<file path="config.mk">
export PLATFORM = sky130hd
export DESIGN_NAME = bgx_gpio_regs
export DESIGN_NICKNAME = d
export VERILOG_FILES = /design/src/shared/bgx_pkg.sv /design/src/logic/bgx_sync.sv /design/src/logic/bgx_pin_cell.sv /design/src/logic/bgx_gpio_regs.sv
export VERILOG_INCLUDE_DIRS = /design/src /design/src/shared
export SDC_FILE = /design/constraint.sdc
export NUM_CORES = 1
export LEC_CHECK = 0
export ABC_AREA = 1
export BUFFER_PORTS_ARGS = -buffer_cell sky130_fd_sc_hd__buf_2
export CAP_MARGIN = 40
export CORE_MARGIN = 2
export CORE_UTILIZATION = 47
export DETAILED_ROUTE_END_ITERATION = 8
export GPL_TIMING_DRIVEN = 0
export HOLD_SLACK_MARGIN = 0.08
export PLACE_DENSITY_LB_ADDON = 0.1
export SYNTH_ARGS = -nofsm -noshare
export SYNTH_HDL_FRONTEND = slang
export SYNTH_SLANG_ARGS = --single-unit
</file>
<file path="constraint.sdc">
create_clock -name mclk_i -period 1.6 [get_ports mclk_i]
set_input_delay 0.32 -clock mclk_i [delete_from_list [all_inputs] [get_ports mclk_i]]
set_output_delay 0.32 -clock mclk_i [all_outputs]
set_load 0.1 [all_outputs]
</file>
<file path="src/shared/bgx_defines.svh">
// Contract
// - expander 4 high direction bit 0 sets pin 8: 0 input, 1 output.
// - expander 4 high direction bit 1 sets pin 9: 0 input, 1 output.
// - bit 7 sets pin 15 direction; bits 2 to 6 reserved, still writable.
// - expander 5 low input byte is read-only; writes change nothing.
// - low input bits 0-2 mirror clock mux pins, 3-7 lane switch selects.
// - each mirror bit reads 0 for a low pin and 1 for a high pin.
// - high input byte at 19h mirrors switch3 hi, config done, io enable.
// - config done bit ignores writes and always mirrors the live pin.
// - expander 5 low output byte at 1Ah is read/write, resets to 00.
// - output bits 0-2 drive clock mux pins, 3-7 lane switch selects.
// - output bit 0 drives its pin low, 1 drives it high.
`ifndef BGX_DEFINES_SVH
`define BGX_DEFINES_SVH

// register indices; byte address is four times the index
`define BGX_IDX_DIR4_HI   6'h17
`define BGX_IDX_IN5_LO    6'h18
`define BGX_IDX_IN5_HI    6'h19
`define BGX_IDX_OUT5_LO   6'h1a
`define BGX_IDX_DIR5_LO   6'h1c

`define BGX_RST_DIR4_HI   8'h00
`define BGX_RST_OUT5_LO   8'h00
`define BGX_RST_DIR5_LO   8'h00

// field positions
`define BGX_DIR4_PIN8     0
`define BGX_DIR4_PIN9     1
`define BGX_DIR4_PIN15    7
`define BGX_IN5HI_SW3HI   0
`define BGX_IN5HI_DONE    1
`define BGX_IN5HI_IOEN    2

`define BGX_RESP_OKAY     2'h0
`define BGX_RESP_SLVERR   2'h2

`endif

</file>
<file path="src/shared/bgx_pkg.sv">
package bgx_pkg;

  typedef struct packed {
    logic       awready;
    logic       wready;
    logic       aw_held;
    logic [7:0] aw_addr;
    logic       w_held;
    logic [7:0] w_data;
    logic       w_strb0;
    logic       bvalid;
    logic [1:0] bresp;
    logic       arready;
    logic       rvalid;
    logic [7:0] rdata;
    logic [1:0] rresp;
    logic [7:0] dir4_hi;
    logic [7:0] out5_lo;
    logic [7:0] dir5_lo;
  } bgx_state_t;

  typedef struct packed {
    logic pin;
    logic oe;
  } bgx_cell_t;

  typedef struct packed {
    logic [1:0] s1;
    logic [1:0] s2;
  } bgx_sync_pair_t;

endpackage : bgx_pkg

</file>
<file path="src/logic/bgx_sync.sv">
`timescale 1ns/10ps
// two-stage synchroniser for asynchronous pin levels
module bgx_sync #(
  parameter int WIDTH = 8
) (
  input  wire logic             mclk_i,
  input  wire logic             nrst_i,
  input  wire logic [WIDTH-1:0] async_i,
  output logic      [WIDTH-1:0] sync_o
);

  typedef struct packed {
    logic [WIDTH-1:0] meta;
    logic [WIDTH-1:0] stable;
  } bgx_sync_st_t;

  bgx_sync_st_t st;
  bgx_sync_st_t next_st;

  always_comb begin
    next_st.meta   = async_i;
    next_st.stable = st.meta;
  end

  always_ff @(posedge mclk_i or negedge nrst_i) begin
    if (!nrst_i) begin
      st <= '0;
    end else begin
      st <= next_st;
    end
  end

  assign sync_o = st.stable;

endmodule : bgx_sync

</file>
<file path="src/logic/bgx_pin_cell.sv">
`timescale 1ns/10ps
// registered two-way pin driver: value and enable leave from flops
module bgx_pin_cell (
  input  wire logic mclk_i,
  input  wire logic nrst_i,
  input  wire logic value_i,
  input  wire logic dir_out_i,
  output logic      pin_o,
  output logic      pin_oe_o
);

  bgx_pkg::bgx_cell_t st;
  bgx_pkg::bgx_cell_t next_st;

  always_comb begin
    next_st.pin = value_i;
    next_st.oe  = dir_out_i;
  end

  always_ff @(posedge mclk_i or negedge nrst_i) begin
    if (!nrst_i) begin
      st <= '0;
    end else begin
      st <= next_st;
    end
  end

  assign pin_o    = st.pin;
  assign pin_oe_o = st.oe;

endmodule : bgx_pin_cell

</file>
<file path="src/logic/bgx_gpio_regs.sv">
`timescale 1ns/10ps
`include "bgx_defines.svh"
// expander register slice behind an axi4-lite slave
module bgx_gpio_regs (
  input  wire logic       mclk_i,
  input  wire logic       nrst_i,
  // axi4-lite write address
  input  wire logic       s_axi_awvalid,
  output logic            s_axi_awready,
  input  wire logic [7:0] s_axi_awaddr,
  input  wire logic [2:0] s_axi_awprot,
  // axi4-lite write data
  input  wire logic       s_axi_wvalid,
  output logic            s_axi_wready,
  input  wire logic [31:0] s_axi_wdata,
  input  wire logic [3:0] s_axi_wstrb,
  // axi4-lite write response
  output logic            s_axi_bvalid,
  input  wire logic       s_axi_bready,
  output logic [1:0]      s_axi_bresp,
  // axi4-lite read address
  input  wire logic       s_axi_arvalid,
  output logic            s_axi_arready,
  input  wire logic [7:0] s_axi_araddr,
  input  wire logic [2:0] s_axi_arprot,
  // axi4-lite read data
  output logic            s_axi_rvalid,
  input  wire logic       s_axi_rready,
  output logic [31:0]     s_axi_rdata,
  output logic [1:0]      s_axi_rresp,
  // expander 4 pins 8, 9, 15 direction levels
  output logic            x4_pin8_dir_o,
  output logic            x4_pin9_dir_o,
  output logic            x4_pin15_dir_o,
  // expander 5 pins 0..7: clock_mux_select[2:0], lane switch selects
  input  wire logic [7:0] x5_pin_i,
  output logic      [7:0] x5_pin_o,
  output logic      [7:0] x5_pin_oe_o,
  // expander 5 read-only mirrors
  input  wire logic       lane_switch3_sel_hi_i,
  input  wire logic       config_done_pin_i,
  input  wire logic       expander_io_enable_pin_i
);

  bgx_pkg::bgx_state_t st;
  bgx_pkg::bgx_state_t next_st;

  logic [7:0] x5_sync;
  logic [2:0] hi_sync;
  logic [7:0] wr_byte;
  logic [7:0] rd_byte;
  logic       rd_hit;
  logic       wr_hit;
  logic       aw_take;
  logic       w_take;
  logic       ar_take;
  logic       do_write;

  // ---------------------------------------------------------------
  // pin level capture
  // ---------------------------------------------------------------
  bgx_sync #(
    .WIDTH (8)
  ) u_sync_x5 (
    .mclk_i  (mclk_i),
    .nrst_i  (nrst_i),
    .async_i (x5_pin_i),
    .sync_o  (x5_sync)
  );

  bgx_sync #(
    .WIDTH (3)
  ) u_sync_hi (
    .mclk_i  (mclk_i),
    .nrst_i  (nrst_i),
    .async_i ({expander_io_enable_pin_i,
               config_done_pin_i,
               lane_switch3_sel_hi_i}),
    .sync_o  (hi_sync)
  );

  // ---------------------------------------------------------------
  // address decode
  // ---------------------------------------------------------------
  // true for any index that names a register of this slice
  function automatic logic bgx_mapped(input logic [7:0] addr);
    logic [5:0] idx;
    idx = addr[7:2];
    case (idx)
      `BGX_IDX_DIR4_HI: bgx_mapped = 1'b1;
      `BGX_IDX_IN5_LO:  bgx_mapped = 1'b1;
      `BGX_IDX_IN5_HI:  bgx_mapped = 1'b1;
      `BGX_IDX_OUT5_LO: bgx_mapped = 1'b1;
      `BGX_IDX_DIR5_LO: bgx_mapped = 1'b1;
      default:          bgx_mapped = 1'b0;
    endcase
  endfunction : bgx_mapped

  // read mux; unmapped reads return zero
  function automatic logic [7:0] bgx_read(
    input logic [7:0]          addr,
    input bgx_pkg::bgx_state_t s,
    input logic [7:0]          pins,
    input logic [2:0]          hi
  );
    logic [5:0] idx;
    idx = addr[7:2];
    case (idx)
      `BGX_IDX_DIR4_HI: bgx_read = s.dir4_hi;
      `BGX_IDX_IN5_LO:  bgx_read = pins;
      `BGX_IDX_IN5_HI:  bgx_read = {5'h00, hi};
      `BGX_IDX_OUT5_LO: bgx_read = s.out5_lo;
      `BGX_IDX_DIR5_LO: bgx_read = s.dir5_lo;
      default:          bgx_read = 8'h00;
    endcase
  endfunction : bgx_read

  // ---------------------------------------------------------------
  // handshakes
  // ---------------------------------------------------------------
  assign aw_take  = s_axi_awvalid && st.awready;
  assign w_take   = s_axi_wvalid && st.wready;
  assign ar_take  = s_axi_arvalid && st.arready;
  assign do_write = st.aw_held && st.w_held && !st.bvalid;
  assign wr_hit   = bgx_mapped(st.aw_addr);
  assign wr_byte  = st.w_data;
  assign rd_hit   = bgx_mapped(s_axi_araddr);
  // pin mirrors: 0 low, 1 high, bits in pin order
  assign rd_byte  = bgx_read(s_axi_araddr, st, x5_sync, hi_sync);

  // ---------------------------------------------------------------
  // next state
  // ---------------------------------------------------------------
  always_comb begin
    next_st = st;

    // write address and data are captured independently
    if (aw_take) begin
      next_st.aw_held = 1'b1;
      next_st.aw_addr = s_axi_awaddr;
    end
    if (w_take) begin
      next_st.w_held  = 1'b1;
      next_st.w_data  = s_axi_wdata[7:0];
      next_st.w_strb0 = s_axi_wstrb[0];
    end

    if (s_axi_bvalid && s_axi_bready) begin
      next_st.bvalid = 1'b0;
    end

    if (do_write) begin
      next_st.aw_held = 1'b0;
      next_st.w_held  = 1'b0;
      next_st.bvalid  = 1'b1;
      next_st.bresp   = wr_hit ? `BGX_RESP_OKAY : `BGX_RESP_SLVERR;
      if (st.w_strb0) begin
        case (st.aw_addr[7:2])
          // reserved bits 2..6 are kept as written
          `BGX_IDX_DIR4_HI: next_st.dir4_hi = wr_byte;
          `BGX_IDX_OUT5_LO: next_st.out5_lo = wr_byte;
          `BGX_IDX_DIR5_LO: next_st.dir5_lo = wr_byte;
          // input mirrors take no write
          `BGX_IDX_IN5_LO:  next_st.dir4_hi = st.dir4_hi;
          `BGX_IDX_IN5_HI:  next_st.dir4_hi = st.dir4_hi;
          default:          next_st.dir4_hi = st.dir4_hi;
        endcase
      end
    end

    next_st.awready = !next_st.aw_held && !next_st.bvalid;
    next_st.wready  = !next_st.w_held && !next_st.bvalid;

    // read channel
    if (s_axi_rvalid && s_axi_rready) begin
      next_st.rvalid = 1'b0;
    end
    if (ar_take) begin
      next_st.rvalid = 1'b1;
      next_st.rdata  = rd_byte;
      next_st.rresp  = rd_hit ? `BGX_RESP_OKAY : `BGX_RESP_SLVERR;
    end
    next_st.arready = !next_st.rvalid;
  end

  always_ff @(posedge mclk_i or negedge nrst_i) begin
    if (!nrst_i) begin
      st         <= '0;
      st.dir4_hi <= `BGX_RST_DIR4_HI;
      st.out5_lo <= `BGX_RST_OUT5_LO;
      st.dir5_lo <= `BGX_RST_DIR5_LO;
    end else begin
      st <= next_st;
    end
  end

  // ---------------------------------------------------------------
  // pin drivers: bit n of the output byte drives pin n
  // ---------------------------------------------------------------
  genvar g;
  generate
    for (g = 0; g < 8; g++) begin : g_pin
      bgx_pin_cell u_cell (
        .mclk_i    (mclk_i),
        .nrst_i    (nrst_i),
        .value_i   (st.out5_lo[g]),
        .dir_out_i (st.dir5_lo[g]),
        .pin_o     (x5_pin_o[g]),
        .pin_oe_o  (x5_pin_oe_o[g])
      );
    end
  endgenerate

  // ---------------------------------------------------------------
  // outputs
  // ---------------------------------------------------------------
  assign s_axi_awready  = st.awready;
  assign s_axi_wready   = st.wready;
  assign s_axi_bvalid   = st.bvalid;
  assign s_axi_bresp    = st.bresp;
  assign s_axi_arready  = st.arready;
  assign s_axi_rvalid   = st.rvalid;
  assign s_axi_rdata    = {24'h000000, st.rdata};
  assign s_axi_rresp    = st.rresp;
  assign x4_pin8_dir_o  = st.dir4_hi[`BGX_DIR4_PIN8];
  assign x4_pin9_dir_o  = st.dir4_hi[`BGX_DIR4_PIN9];
  assign x4_pin15_dir_o = st.dir4_hi[`BGX_DIR4_PIN15];

endmodule : bgx_gpio_regs

</file>
==> impl_metrics.ini <==
[clock_network]
cts_tree = yes
htreeDepth = 3
cts_setup_buffers = 0
cts_buffers = 9
clock_sinks = 94
clkLatencyLatePin_ns = 0.37
cts.clk_slew.worst_paths_ns = 0.09
cts_buffer_depth = 2
cts-root-buf = clkbuf_8

[sta]
layout_min_cycle_time_ns = 1.568
hold_viol = 0
grt_setup_unrepaired = no
fin_skew_ns = 0.01064
max_freq_ghz = 0.6379
tightest_slew_ns = 0.5948
relSlewSlack_pct = 60.35
finalSetupViolCount = 0
maxSlewViolCount = 0
setup_tns_ns = 0
final.period_utilization_pct = 97.98

[place]
gp_routability_congestion = 0.9015
dpl_cell_area_mm2 = 0.004504
dp_hpwl_mm = 5.330
port_buffers = 72

[power]
ir_worst_vdd_uv = 1055
p_leak_nw = 2.591
p_per_area_mw_per_mm2 = 1526

[run]
drv_cap = 0

[grt]
grtUsageTotal_pct = 17.52
grt_pass1_wl_mm = 11.79
grt_max_degree = 49
grt_pass1_vias = 2509
antenna_found_initial = 0
gr-total-overflow = 0

[worst_hold_path]
holdCritStartpoint = s_axi_awaddr[2]
min_path_type = input pin to flop

[setup_path]
endpoint = x4_pin9_dir_o
cp.depth = 1
reg2reg_from = s_axi_bvalid$_DFF_PN0_
worstReg2RegEnd = st[14]$_DFFE_PN0P_
cp_max_fo = 3
crit_chain = buf_2
required_ns = 1.28
arrival_ns = 1.25
cpMaxStageDelayCell = buf_2
critical_path.top_delay_family = buffers and inverters
rrSetupSlack_ns = 0.14
startpoint = x4_pin9_dir_o$_DFFE_PN0P_
path_buf_inv = 1
critPathMaxStageDelay_ns = 0.46
critPathCaptureType = output pin
reg2reg_depth = 7
start_kind = flop
path_class = flop to output pin

[synthesis]
netlist.area_leader.share_pct = 60.57
netlist_area_mm2 = 0.003884
ys_seq_area_share_pct = 60.57
ys_seq_elements = 94
synth_cell_type_count = 22
synth_cells = 378
yosys_warnings = 0
netlist_top_cells_area = dfrtp_1 61%, buf_4 10%, nand2_1 7.7%
post_synth.cell_area_avg_um2 = 10.27
yosysTopAreaCell = dfrtp_1

[route]
totalWireLength_mm = 7.195
initialDrtViolationCount = 139
drt-wirelength-per-cell_um = 11.81
vias = 2715
antenna_left = 0
first_pass_iters = 4
drc = 0
post_drt_via_cell_ratio = 4.458

[cells_and_area]
drive_gt1_share_pct = 35.32
nFillCells = 722
fin_area_mm2 = 0.004870
layout_commonest_cell = dfrtp_1
antenna_cells = 0
area_growth_pct = 25.39
nets = 575
final_cell_mix = 90 x dfrtp_1, 80 x nand2_1, 66 x buf_2, 54 x buf_4, 35 x nand3_1

[floorplan]
pin_count = 136
die_h_um = 94.90
coreArea_mm2 = 0.008093
die_width_um = 94.90
initial_core_util_pct = 47.99
row_count = 33
die-area_mm2 = 0.009006

[outcome]
status = finished, final reports clean
## metrics by stage
step | util [%] | hold slack [ns] | total power [mW] | instances | setup WS [ns]
2_1_floorplan | - | 0.02441 | 5.231 | 403 | 0.04395
3_3_place_gp | 55.29 | 0.3324 | 5.662 | 580 | -0.7474
3_5_place_dp | 55.66 | 0.3347 | 5.711 | 581 | 0.1521
4_1_cts | 59.96 | 0.1370 | 7.487 | 609 | 0.01708
5_1_grt | 60.17 | 0.1470 | 7.813 | 609 | 0.001927
6_report | 60.17 | 0.1443 | 7.433 | 609 | 0.03230
## state kept, by name (all words and copies together), names as in the netlist, 3 cells and up
name,flops
g_pin.u_cell.pin_o,8
g_pin.u_cell.pin_oe_o,8
s_axi_rdata,8
st,30
u_sync_hi.next_st,3
u_sync_hi.sync_o,3
u_sync_x5.next_st,8
u_sync_x5.sync_o,8
wr_byte,8
## worst min path at each step
stage | endpoint | slack (ns) | depth (start not counted)
CTS | st[55]$_DFFE_PN0P_ | 0.14 | 3
floorplan | g_pin[0].u_cell.pin_o$_DFF_PN0_ | 0.02 | 0
detailed placement | u_sync_x5.sync_o[2]$_DFF_PN0_ | 0.33 | 0
global placement | u_sync_x5.sync_o[2]$_DFF_PN0_ | 0.33 | 0
global route | st[51]$_DFFE_PN0P_ | 0.15 | 3
finish | st[51]$_DFFE_PN0P_ | 0.14 | 3
## synthesized netlist by cell type
master and n:
clkinv_1 3, inv_1 25, clkbuf_1 3, buf_2 2, conb_1 1, nor2_4 1, o21ai_2 16, nor3_2 3
nand3_2 2, nand4_2 1, buf_4 53, nand2_1 80, or2_2 1, a31oi_1 3, buf_6 3, a21oi_1 5
nand3_1 35, nor2_1 12, nor2_2 3, dfrtp_1 94, nand4_1 5, o21ai_0 27
## what timing repair did
action,in CTS,in global routing
hold endpoints to repair,57,0
endpoints found under the setup margin,0,7
hold buffers,12,0
gates resized for setup,0,7
## metal layers
| layer | share of wire [%] | up-vias | routed length, um | track usage (%) |
|---|---|---|---|---|
| li1 | - | 1386 | - | - |
| met1 | 46 | 1238 | 3320 | 24.32 |
| met2 | 46 | 82 | 3327 | 26.36 |
| met3 | 5.9 | 9 | 426 | 4.310 |
| met4 | 1.7 | 0 | 121 | 7.488 |
| met5 | 0 | - | 0 | 0 |
## cell type report
cell class,count,area (um2),area share [%]
clock buffer,9,123.9,2.544
timing repair buffer,85,528.0,10.84
buffer,61,452.9,9.301
sequential,94,2357,48.41
multi-input combinational,220,1067,21.92
tap,105,131.4,2.698
clock inverter,7,103.9,2.133
inverter,28,105.1,2.158
## logic make-up (layout without fill, tap and decap cells)
logic type,count (synthesis),after routing,share of synthesized area (%)
flops,94,94,60.57
simple gates,143,143,16.75
buf+inv,89,190,14.37
other cells,1,26,0.09656
compound gates,51,51,8.215
## power breakdown
group / internal, mW / total [mW] / switching (mW)
clock network: 0.901 / 1.76 / 0.855
logic: 0.557 / 2.61 / 2.05
registers: 2.83 / 3.07 / 0.239
total: 4.29 / 7.43 / 3.15
Power figures use the tool's default switching activity.
